===== src/include/tuner_host_pkg.sv =====
// Notes on behaviour
// - after reset release the device waits an initialisation time of 9 ms before taking commands.
// - the slave works at both 100 kbit/s and 400 kbit/s bus rates.
// - every bus transfer moves 8-bit units, each followed by an acknowledge bit.
// - the device answers only to seven-bit slave address 0x1D and ignores all others.
// - a host write carries a command sequence of six bytes in total.
// - a command write is taken only while busy is low; anything sent while busy is high is not taken.
// - busy/error encode low/low waiting, high/low transfer finished, low/high comm error, high/high runaway.
// - a watchdog counter overflows when the processor stops servicing it and then shows runaway.
// - busy is high while reset and the initialisation wait are in progress and low once the initialisation wait has ended.
// - the error output is low during and after reset; high means an error.
package tuner_host_pkg;
  localparam int unsigned CLK_PERIOD_NS = 10;
  localparam int unsigned INIT_WAIT_TIME_MS = 9;
  localparam int unsigned INIT_WAIT_CYCLES = INIT_WAIT_TIME_MS * 1000000 / CLK_PERIOD_NS;
  localparam int unsigned WATCH_LIMIT_CYCLES = 1000000;
  localparam logic [6:0] SLAVE_ADDR = 7'h1d;
  localparam int unsigned CMD_BYTES = 6;
  localparam int unsigned BYTE_BITS = 8;
  typedef enum logic [1:0] {
    ST_WAITING,
    ST_FINISHED,
    ST_COMM_ERROR,
    ST_RUNAWAY
  } host_status_t;
  function automatic logic [1:0] status_pins(input host_status_t s);
    unique case (s)
      ST_WAITING: status_pins = 2'h0;
      ST_FINISHED: status_pins = 2'h2;
      ST_COMM_ERROR: status_pins = 2'h1;
      ST_RUNAWAY: status_pins = 2'h3;
    endcase
  endfunction : status_pins
endpackage : tuner_host_pkg


===== src/logic/i2c_byte_slave.sv =====
module i2c_byte_slave
  import tuner_host_pkg::*;
(
  input wire logic i_ref_clk,
  input wire logic i_rst,
  input wire logic i_scl,
  input wire logic i_sda,
  input wire logic i_accept,
  output logic o_sda_oe,
  output logic o_start,
  output logic o_stop,
  output logic o_byte_valid,
  output logic [7:0] o_byte,
  output logic o_byte_first
);
  logic [1:0] scl_sync_q;
  logic [1:0] sda_sync_q;
  logic scl_q;
  logic sda_q;
  logic [7:0] shift_q;
  logic [3:0] bit_cnt_q;
  logic active_q;
  logic first_q;
  logic ack_q;
  logic scl_rise;
  logic scl_fall;

  // two stages before any logic looks at the pins
  always_ff @(posedge i_ref_clk or posedge i_rst) begin
    if (i_rst) begin
      scl_sync_q <= 2'h3;
      sda_sync_q <= 2'h3;
      scl_q <= 1'b1;
      sda_q <= 1'b1;
    end else begin
      scl_sync_q <= {scl_sync_q[0], i_scl};
      sda_sync_q <= {sda_sync_q[0], i_sda};
      scl_q <= scl_sync_q[1];
      sda_q <= sda_sync_q[1];
    end
  end

  assign scl_rise = scl_sync_q[1] & ~scl_q;
  assign scl_fall = ~scl_sync_q[1] & scl_q;
  assign o_start = scl_q & scl_sync_q[1] & sda_q & ~sda_sync_q[1];
  assign o_stop = scl_q & scl_sync_q[1] & ~sda_q & sda_sync_q[1];

  // sampling at 100 MHz covers both bus rates
  always_ff @(posedge i_ref_clk or posedge i_rst) begin
    if (i_rst) begin
      shift_q <= 8'h00;
      bit_cnt_q <= 4'h0;
      active_q <= 1'b0;
      first_q <= 1'b0;
      ack_q <= 1'b0;
      o_byte_valid <= 1'b0;
      o_byte <= 8'h00;
      o_byte_first <= 1'b0;
    end else begin
      o_byte_valid <= 1'b0;
      if (o_start) begin
        active_q <= 1'b1;
        first_q <= 1'b1;
        bit_cnt_q <= 4'h0;
        ack_q <= 1'b0;
      end else if (o_stop) begin
        active_q <= 1'b0;
        ack_q <= 1'b0;
      end else if (active_q && scl_rise && bit_cnt_q < 4'(BYTE_BITS)) begin
        shift_q <= {shift_q[6:0], sda_q};
        bit_cnt_q <= bit_cnt_q + 4'h1;
        if (bit_cnt_q == 4'(BYTE_BITS - 1)) begin
          o_byte_valid <= 1'b1;
          o_byte <= {shift_q[6:0], sda_q};
          o_byte_first <= first_q;
        end
      end else if (active_q && scl_fall && bit_cnt_q == 4'(BYTE_BITS)) begin
        ack_q <= i_accept; // acknowledge slot
        first_q <= 1'b0;
        bit_cnt_q <= 4'(BYTE_BITS + 1);
      end else if (active_q && scl_fall && bit_cnt_q == 4'(BYTE_BITS + 1)) begin
        ack_q <= 1'b0;
        bit_cnt_q <= 4'h0;
        active_q <= i_accept; // a nack ends our part in the transfer
      end
    end
  end

  assign o_sda_oe = ack_q;
endmodule : i2c_byte_slave


===== src/logic/tuner_host_control_port.sv =====
module tuner_host_control_port
  import tuner_host_pkg::*;
#(
  parameter int unsigned INIT_CYCLES = INIT_WAIT_CYCLES,
  parameter int unsigned WATCH_CYCLES = WATCH_LIMIT_CYCLES
) (
  input wire logic i_ref_clk,
  input wire logic i_rst,
  input wire logic i_reset_in_low,
  input wire logic i_scl,
  input wire logic i_sda,
  input wire logic i_dsp_service,
  input wire logic i_cmd_done,
  output logic o_sda_out,
  output logic o_sda_oe,
  output logic o_busy,
  output logic o_host_error_flag,
  output logic o_cmd_valid,
  output logic [8*CMD_BYTES-1:0] o_cmd
);
  typedef enum logic [1:0] {
    PH_RESET,
    PH_INIT,
    PH_RUN
  } phase_t;

  phase_t phase_q;
  host_status_t status_q;
  logic [1:0] rstn_sync_q;
  logic [31:0] init_cnt_q;
  logic [31:0] runaway_watch_counter_q;
  logic [2:0] byte_cnt_q;
  logic [8*CMD_BYTES-1:0] cmd_q;
  logic addressed_q;
  logic start;
  logic stop;
  logic byte_valid;
  logic [7:0] rx_byte;
  logic byte_first;
  logic accept;
  logic take;
  logic ack_ok_q;
  logic [1:0] pins;

  // host holds reset low long enough; device relies on that
  always_ff @(posedge i_ref_clk or posedge i_rst) begin
    if (i_rst) begin
      rstn_sync_q <= 2'h0;
    end else begin
      rstn_sync_q <= {rstn_sync_q[0], i_reset_in_low};
    end
  end

  // reset, then init wait, then run
  always_ff @(posedge i_ref_clk or posedge i_rst) begin
    if (i_rst) begin
      phase_q <= PH_RESET;
      init_cnt_q <= 32'h0;
    end else if (!rstn_sync_q[1]) begin
      phase_q <= PH_RESET;
      init_cnt_q <= 32'h0;
    end else begin
      unique case (phase_q)
        PH_RESET: phase_q <= PH_INIT;
        PH_INIT: begin
          init_cnt_q <= init_cnt_q + 32'h1;
          if (init_cnt_q == 32'(INIT_CYCLES - 1)) begin
            phase_q <= PH_RUN;
          end
        end
        PH_RUN: phase_q <= PH_RUN;
        default: phase_q <= PH_RESET;
      endcase
    end
  end

  // watchdog: a stall of the service pulse lasting WATCH_CYCLES cycles in run overflows it
  always_ff @(posedge i_ref_clk or posedge i_rst) begin
    if (i_rst) begin
      runaway_watch_counter_q <= 32'h0;
    end else if (phase_q != PH_RUN || i_dsp_service) begin
      runaway_watch_counter_q <= 32'h0;
    end else if (runaway_watch_counter_q != 32'(WATCH_CYCLES)) begin
      runaway_watch_counter_q <= runaway_watch_counter_q + 32'h1;
    end
  end

  i2c_byte_slave u_slave (
    .i_ref_clk(i_ref_clk),
    .i_rst(i_rst),
    .i_scl(i_scl),
    .i_sda(i_sda),
    .i_accept(accept),
    .o_sda_oe(o_sda_oe),
    .o_start(start),
    .o_stop(stop),
    .o_byte_valid(byte_valid),
    .o_byte(rx_byte),
    .o_byte_first(byte_first)
  );

  // ack address byte only on match while idle; data only while addressed
  always_comb begin
    if (byte_first) begin
      take = (rx_byte[7:1] == SLAVE_ADDR) && !rx_byte[0] && !o_busy;
    end else begin
      take = addressed_q && !o_busy && byte_cnt_q < 3'(CMD_BYTES);
    end
  end

  // ack slot comes after the count has moved on, so keep the decision made with the byte
  always_ff @(posedge i_ref_clk or posedge i_rst) begin
    if (i_rst) begin
      ack_ok_q <= 1'b0;
    end else if (byte_valid) begin
      ack_ok_q <= take;
    end
  end

  assign accept = ack_ok_q;

  // six-byte command collection
  always_ff @(posedge i_ref_clk or posedge i_rst) begin
    if (i_rst) begin
      addressed_q <= 1'b0;
      byte_cnt_q <= 3'h0;
      cmd_q <= '0;
      o_cmd_valid <= 1'b0;
      o_cmd <= '0;
    end else begin
      o_cmd_valid <= 1'b0;
      if (phase_q != PH_RUN || start) begin
        addressed_q <= 1'b0;
        byte_cnt_q <= 3'h0;
      end else if (byte_valid && byte_first) begin
        addressed_q <= take;
        byte_cnt_q <= 3'h0;
      end else if (byte_valid && take) begin
        cmd_q <= {cmd_q[8*CMD_BYTES-9:0], rx_byte};
        byte_cnt_q <= byte_cnt_q + 3'h1;
        if (byte_cnt_q == 3'(CMD_BYTES - 1)) begin
          o_cmd_valid <= 1'b1;
          o_cmd <= {cmd_q[8*CMD_BYTES-9:0], rx_byte};
          addressed_q <= 1'b0;
        end
      end else if (stop) begin
        addressed_q <= 1'b0;
        byte_cnt_q <= 3'h0;
      end
    end
  end

  // status: runaway wins, a short write is an error
  always_ff @(posedge i_ref_clk or posedge i_rst) begin
    if (i_rst) begin
      status_q <= ST_WAITING;
    end else if (phase_q != PH_RUN) begin
      status_q <= ST_WAITING;
    end else if (runaway_watch_counter_q == 32'(WATCH_CYCLES)) begin
      status_q <= ST_RUNAWAY; // sticks until reset
    end else if (status_q != ST_RUNAWAY) begin
      if (o_cmd_valid) begin
        status_q <= ST_FINISHED;
      end else if (stop && addressed_q && byte_cnt_q != 3'h0) begin
        status_q <= ST_COMM_ERROR;
      end else if (i_cmd_done && status_q == ST_FINISHED) begin
        status_q <= ST_WAITING;
      end else if (start && status_q == ST_COMM_ERROR) begin
        status_q <= ST_WAITING; // host retries
      end
    end
  end

  assign pins = status_pins(status_q);

  // busy high in reset and init; error low there
  always_ff @(posedge i_ref_clk or posedge i_rst) begin
    if (i_rst) begin
      o_busy <= 1'b1;
      o_host_error_flag <= 1'b0;
    end else begin
      o_busy <= (phase_q != PH_RUN) | pins[1];
      o_host_error_flag <= (phase_q == PH_RUN) & pins[0];
    end
  end

  assign o_sda_out = 1'b0;
endmodule : tuner_host_control_port


===== config.mk =====
export PLATFORM = sky130hd
export DESIGN_NAME = tuner_host_control_port
export DESIGN_NICKNAME = d
export VERILOG_FILES = /design/src/include/tuner_host_pkg.sv /design/src/logic/i2c_byte_slave.sv /design/src/logic/tuner_host_control_port.sv
export SDC_FILE = /design/constraint.sdc
export NUM_CORES = 1
export LEC_CHECK = 0
export ABC_CLOCK_PERIOD_IN_PS = 12600
export BUFFER_PORTS_ARGS = -buffer_cell sky130_fd_sc_hd__clkbuf_2
export CORE_MARGIN = 2
export CORE_UTILIZATION = 30
export CTS_BUF_LIST = sky130_fd_sc_hd__clkbuf_4 sky130_fd_sc_hd__clkbuf_8
export DETAILED_ROUTE_END_ITERATION = 7
export GPL_ROUTABILITY_DRIVEN = 0
export GPL_TIMING_DRIVEN = 0
export PLACE_DENSITY = 0.49
export RECOVER_POWER = 25
export SLEW_MARGIN = 10
export SYNTH_ARGS = -nofsm -noshare
export SYNTH_HDL_FRONTEND = slang
export SYNTH_HIERARCHICAL = 1
export SYNTH_SLANG_ARGS = --single-unit

===== constraint.sdc =====
create_clock -name i_ref_clk -period 12.6 [get_ports i_ref_clk]
set_clock_uncertainty 0.2 [all_clocks]
set_input_delay 2.52 -clock i_ref_clk [delete_from_list [all_inputs] [get_ports i_ref_clk]]
set_output_delay 2.52 -clock i_ref_clk [all_outputs]
set_load 0.02 [all_outputs]

======== Word-level counts from Yosys, hierarchy flattened ========
Cells that the tools add are included.
cells by class
  add/sub/neg operators ................... 4
  magnitude comparators ................... 2
  equal/unequal tests ..................... 22
  mux-type cells .......................... 52
  bitwise operators ....................... 17
  reduce and logical (&&, ||, !) cells .... 40
operators by type and width
  kind                     count
  $mux W32                 4
  $add A32 B1 Y32 const B  2
  $eq A32 B20 Y1 const B   2
  $ne A32 B20 Y1 const B   1
  $mux W1                  28
  $mux W4                  5
  $mux W2                  9
  $logic_and A1 B1 Y1      15
  $mux W3                  4
  $reduce_and A3 Y1        4
  $reduce_bool A4 Y1       3
  $ne A3 B3 Y1 const B     3
  $reduce_bool A3 Y1       3
  $and A1 B1 Y1            8
  $eq A4 B4 Y1 const B     2
  $ne A2 B2 Y1 const B     4
  $not A1 Y1               8
  $pmux W2 S4              1
  $reduce_and A2 Y1        4
  $reduce_and A4 Y1        2
  $eq A7 B5 Y1 const B     1
  $eq A2 B2 Y1 const B     3
  $pmux W2 S3              1
  $reduce_bool A6 Y1       1
  14 further kinds         19
word-level totals
  flip-flop bits (word level) ............. 196
  input port bits ......................... 7
  output and inout port bits .............. 53
  word-level logic and storage cells ...... 162

======== Logic depth before layout (Yosys ltp) ========
  depth in word-level cells ............... 11
  gate-level depth with buffers ........... 10
  gate-level depth less buffers ........... 7

======== By module ========
The synthesis kept the hierarchy.
by module, submodules not included
  module                   times used  cells each  area an instance (um^2)
  tuner_host_control_port  1           698         7,495.9
  i2c_byte_slave           1           84          1,224.9

======== Worst setup path before layout ========
No wires, ideal clock.
  path kind ............................... input -> register
  from .................................... input i_dsp_service
  to ...................................... register runaway_watch_counter_q[0]
  arrival ................................. 3.013 ns
  slack ................................... 9.255 ns
  stages on the path ...................... 3
  path buffers ............................ 1
  cells stage by stage .................... nand2b_1 -> clkbuf_1 -> nor2_1
between the ends
  longest elaborated chain between the ends .. 2
  elaborated cells on any way between the ends .. 3
  classes of those cells .................. mux (1); reduce/logical (2)
ends and longest elaborated chain
  what                                            line                           text
  from (decl)                                     tuner_host_control_port.sv:12  input wire logic i_dsp_service,
  $logic_or A1 B1 Y1 (*)                          tuner_host_control_port.sv:81  end else if (phase_q != PH_RUN || i_dsp_service) begin
  $mux W32 or $reduce_bool A2 Y1 (tied branches)  n/a
  to (signal assigned)                            tuner_host_control_port.sv:84  runaway_watch_counter_q <= runaway_watch_counter_q + 32'h1;
  to (decl)                                       tuner_host_control_port.sv:31  logic [31:0] runaway_watch_counter_q;
Mark *: on every way between the ends. The rest lies on a longest branch, timed or not.
A chain may end at the register's enable or synchronous reset.

==> impl_metrics.tcl <==
set metrics [dict create \
    status "finished, violations left" \
    violations "capacitance limit, slew limit" \
    cp_top_family "buffers and inverters" \
    insertion_delay_ns 0.48 \
    synthMuxAreaShare 0.0890 \
    yosys.area.top_type "dfrtp_1" \
    cp.arrival_ns 4.74 \
    hold_path_class "reg2reg" \
    min_path_cells 0 \
    ff2ff_path_depth 8 \
    post_cts_buffers 0 \
    synth_compound_area_frac 0.0321 \
    synth.distinct_cells 69 \
    fmax_mhz 202 \
    synthArstFlopShare 1.00 \
    synth_nets 801 \
    postSynthCellCount 782 \
    holdWs_ns 0.159 \
    synth_top_family_by_area "simple AND/OR/NAND/NOR gates" \
    leakagePower_nw 4.65 \
    routed_wl_um 18000 \
    synth-main-ff-cell "dfrtp_1" \
    cts_buffers 17 \
    port_buffers 58 \
    cp-end-kind "asynchronous set/reset pin" \
    die_x_um 174 \
    cts_root_buf "clkbuf_8" \
    synth_top_area_share 0.542 \
    areaGrowthSynthToFinish_pct 13.0 \
    cap_violations 1 \
    synth-seq-cells 196 \
    place_inst 1225 \
    r2r-start "phase_q[1]" \
    start_kind "input pin" \
    worstMarginPinSlew_ns 3.67 \
    power_density_mw_per_mm2 122 \
    synth_edf_count 0 \
    worst_path_largest_cell_delay_ns 2.03 \
    fin_setup_tns_ns 0 \
    min_to "rstn_sync_q[1]" \
    crit_required_ns 12.39 \
    cp_max_fo 81 \
    drive_gt1_frac 0.205 \
    min-delay-start "rstn_sync_q[0]" \
    antenna_found_initial 0 \
    htreeDepth 4 \
    hold_violations 0 \
    num_rows 62 \
    cts_tree "yes" \
    dieArea_mm2 0.0304 \
    fin_crit_sh 0.393 \
    synth_fa_ha_area_frac 0.0172 \
    fin_util 0.344 \
    first_pass_iters 4 \
    synth_xor_area_frac 0.0532 \
    clk_pin_slew_ns 0.11 \
    cts_sinks 196 \
    rr_endpoint "init_cnt_q[23]" \
    die_y_um 174 \
    relSlewSlack -1.46 \
    fin_ws_ns 7.65 \
    crit_chain "clkbuf_1 > clkinvlp_2" \
    synth.cell_area_mm2 0.00872 \
    dpl.hpwl_um 12100 \
    grt_usage 0.126 \
    drc 0 \
    nets 879 \
    synthSimpleGateAreaFrac 0.217 \
    cts-resized-gates 0 \
    avgSynthCellArea_um2 11.2 \
    worst-r2r-setup-slack_ns 9.04 \
    drtIter0Drc 311 \
    cp_slowest_cell "clkinvlp_2" \
    cts_hold_buf 0 \
    finalCriticalPeriod_ns 4.95 \
    synth.area.top_cells "dfrtp_1 54%, mux2_2 7.5%, nand2_1 6.7%" \
    wire_per_inst_um 14.3 \
    initial_core_util 0.305 \
    ys_warn_count 6 \
    finalMaxSlewViolations 81 \
    first_global_vias 5877 \
    core-area_mm2 0.0286 \
    grt_max_degree 87 \
    fin_cells 1257 \
    worstSetupPathType "in2async" \
    antenna_cells 0 \
    rsz0062_at_grt "no" \
    vias 5717 \
    fill_cells 2908 \
    overflow 0 \
    dp_slack_ns 8.72 \
    critPathBufInv 2 \
    vias_per_cell 4.55 \
    antenna_left 0 \
    ys_seq_area_frac 0.563 \
    clock_path_buffers 2 \
    finalSetupViolCount 0 \
    io_pins 60 \
    grt_pass1_wl_um 31000 \
    peakVddDrop_mv 0.0487 \
]
[report_power, final]
part / switching [mW] / internal (mW)
sequential: 0.0206 / 0.653
combinational: 0.0544 / 0.0341
clock: 0.266 / 0.174
[worst register-to-register path: stages, from the launching register on]
cell and delay, ns:
dfrtp_1 0.41, inv_1 0.09, ha_1 0.14, clkbuf_1 0.37, nand2b_1 0.22, nor4b_1 1.15, nand3_4 0.29, or3_1 0.43
a21boi_0 0.16
[cell usage in the layout (no fill, tap or decap), types with 11 or more instances in the layout]
cell type	count
nor3_1	11
and2_1	11
o21ai_0	16
xor2_1	31
inv_1	21
nand2_1	155
ha_1	12
and2_0	15
dfrtp_1	189
clkbuf_1	21
clkbuf_2	57
nor2_1	42
nor4_1	13
nand3_1	28
mux2_2	58
nand4_1	23
xnor2_1	22
clkbuf_8	18
[kinds of logic after synthesis]
logic type      after synthesis
compound gates               44
xor+xnor                     53
fa+ha+maj                    12
buf+inv                      52
flops                       196
mux                          69
other cells                   1
simple gates                355
[worst max-delay path by stage]
stage / start / end / slack [ns] / cells after the start
floorplan: i_rst / accept / 5.39 / 1
global placement: i_rst / rstn_sync_q[0] / 3.05 / 2
detailed placement: i_rst / u_slave/active_q / 8.72 / 2
CTS: o_busy / o_busy / 8.60 / 1
global route: i_rst / cmd_q[25] / 7.05 / 2
finish: i_rst / cmd_q[32] / 7.65 / 2
[registers in the layout (all words and copies together), names as in the netlist, 2 cells and up]
register and flops:
byte_cnt_q 3, cmd_q 40, init_cnt_q 32, o_cmd 48, phase_q 2, rstn_sync_q 2
runaway_watch_counter_q 32, status_q 2, u_slave/bit_cnt_q 4, u_slave/o_byte 8, u_slave/scl_sync_q 2, u_slave/sda_sync_q 2
u_slave/shift_q 7
[synthesized netlist by cell type (12+ instances only)]
| cell type | count |
|---|---|
| dfrtp_1 | 189 |
| nand2_1 | 155 |
| mux2_2 | 58 |
| nor2_1 | 42 |
| xor2_1 | 31 |
| nand3_1 | 28 |
| and2_1 | 26 |
| inv_1 | 22 |
| xnor2_1 | 22 |
| nand4_1 | 21 |
| o21ai_0 | 16 |
| clkbuf_1 | 15 |
| ha_1 | 12 |
[area by class of cell]
class,count,area (um2),area share
flip-flops and latches,196,4910,0.499
well taps,384,480,0.0488
inverters,23,87.6,0.00889
plain buffers,29,140,0.0142
clock inverters,15,204,0.0207
repair buffers,59,317,0.0321
multi-input cells,534,3480,0.353
clock buffers,17,234,0.0237
[per-layer routing]
layer | vias up | GRT usage | wire [um]
met1 | 2824 | 0.176 | 8980
met4 | 0 | 0.0358 | 189
met3 | 14 | 0.0313 | 530
met5 | - | 0 | 0
li1 | 2815 | - | -
met2 | 64 | 0.193 | 8340
[stage by stage]
| step | total power, mW | instance area, um2 |
|---|---|---|
| detailed placement | 0.780 | 9530 |
| global placement | 0.777 | 9490 |
| finish | 1.20 | 9850 |
| floorplan | 0.750 | 8720 |
| global route | 1.27 | 9850 |
| CTS | 1.23 | 9960 |
No activity file was read; power rests on OpenSTA's default activity.
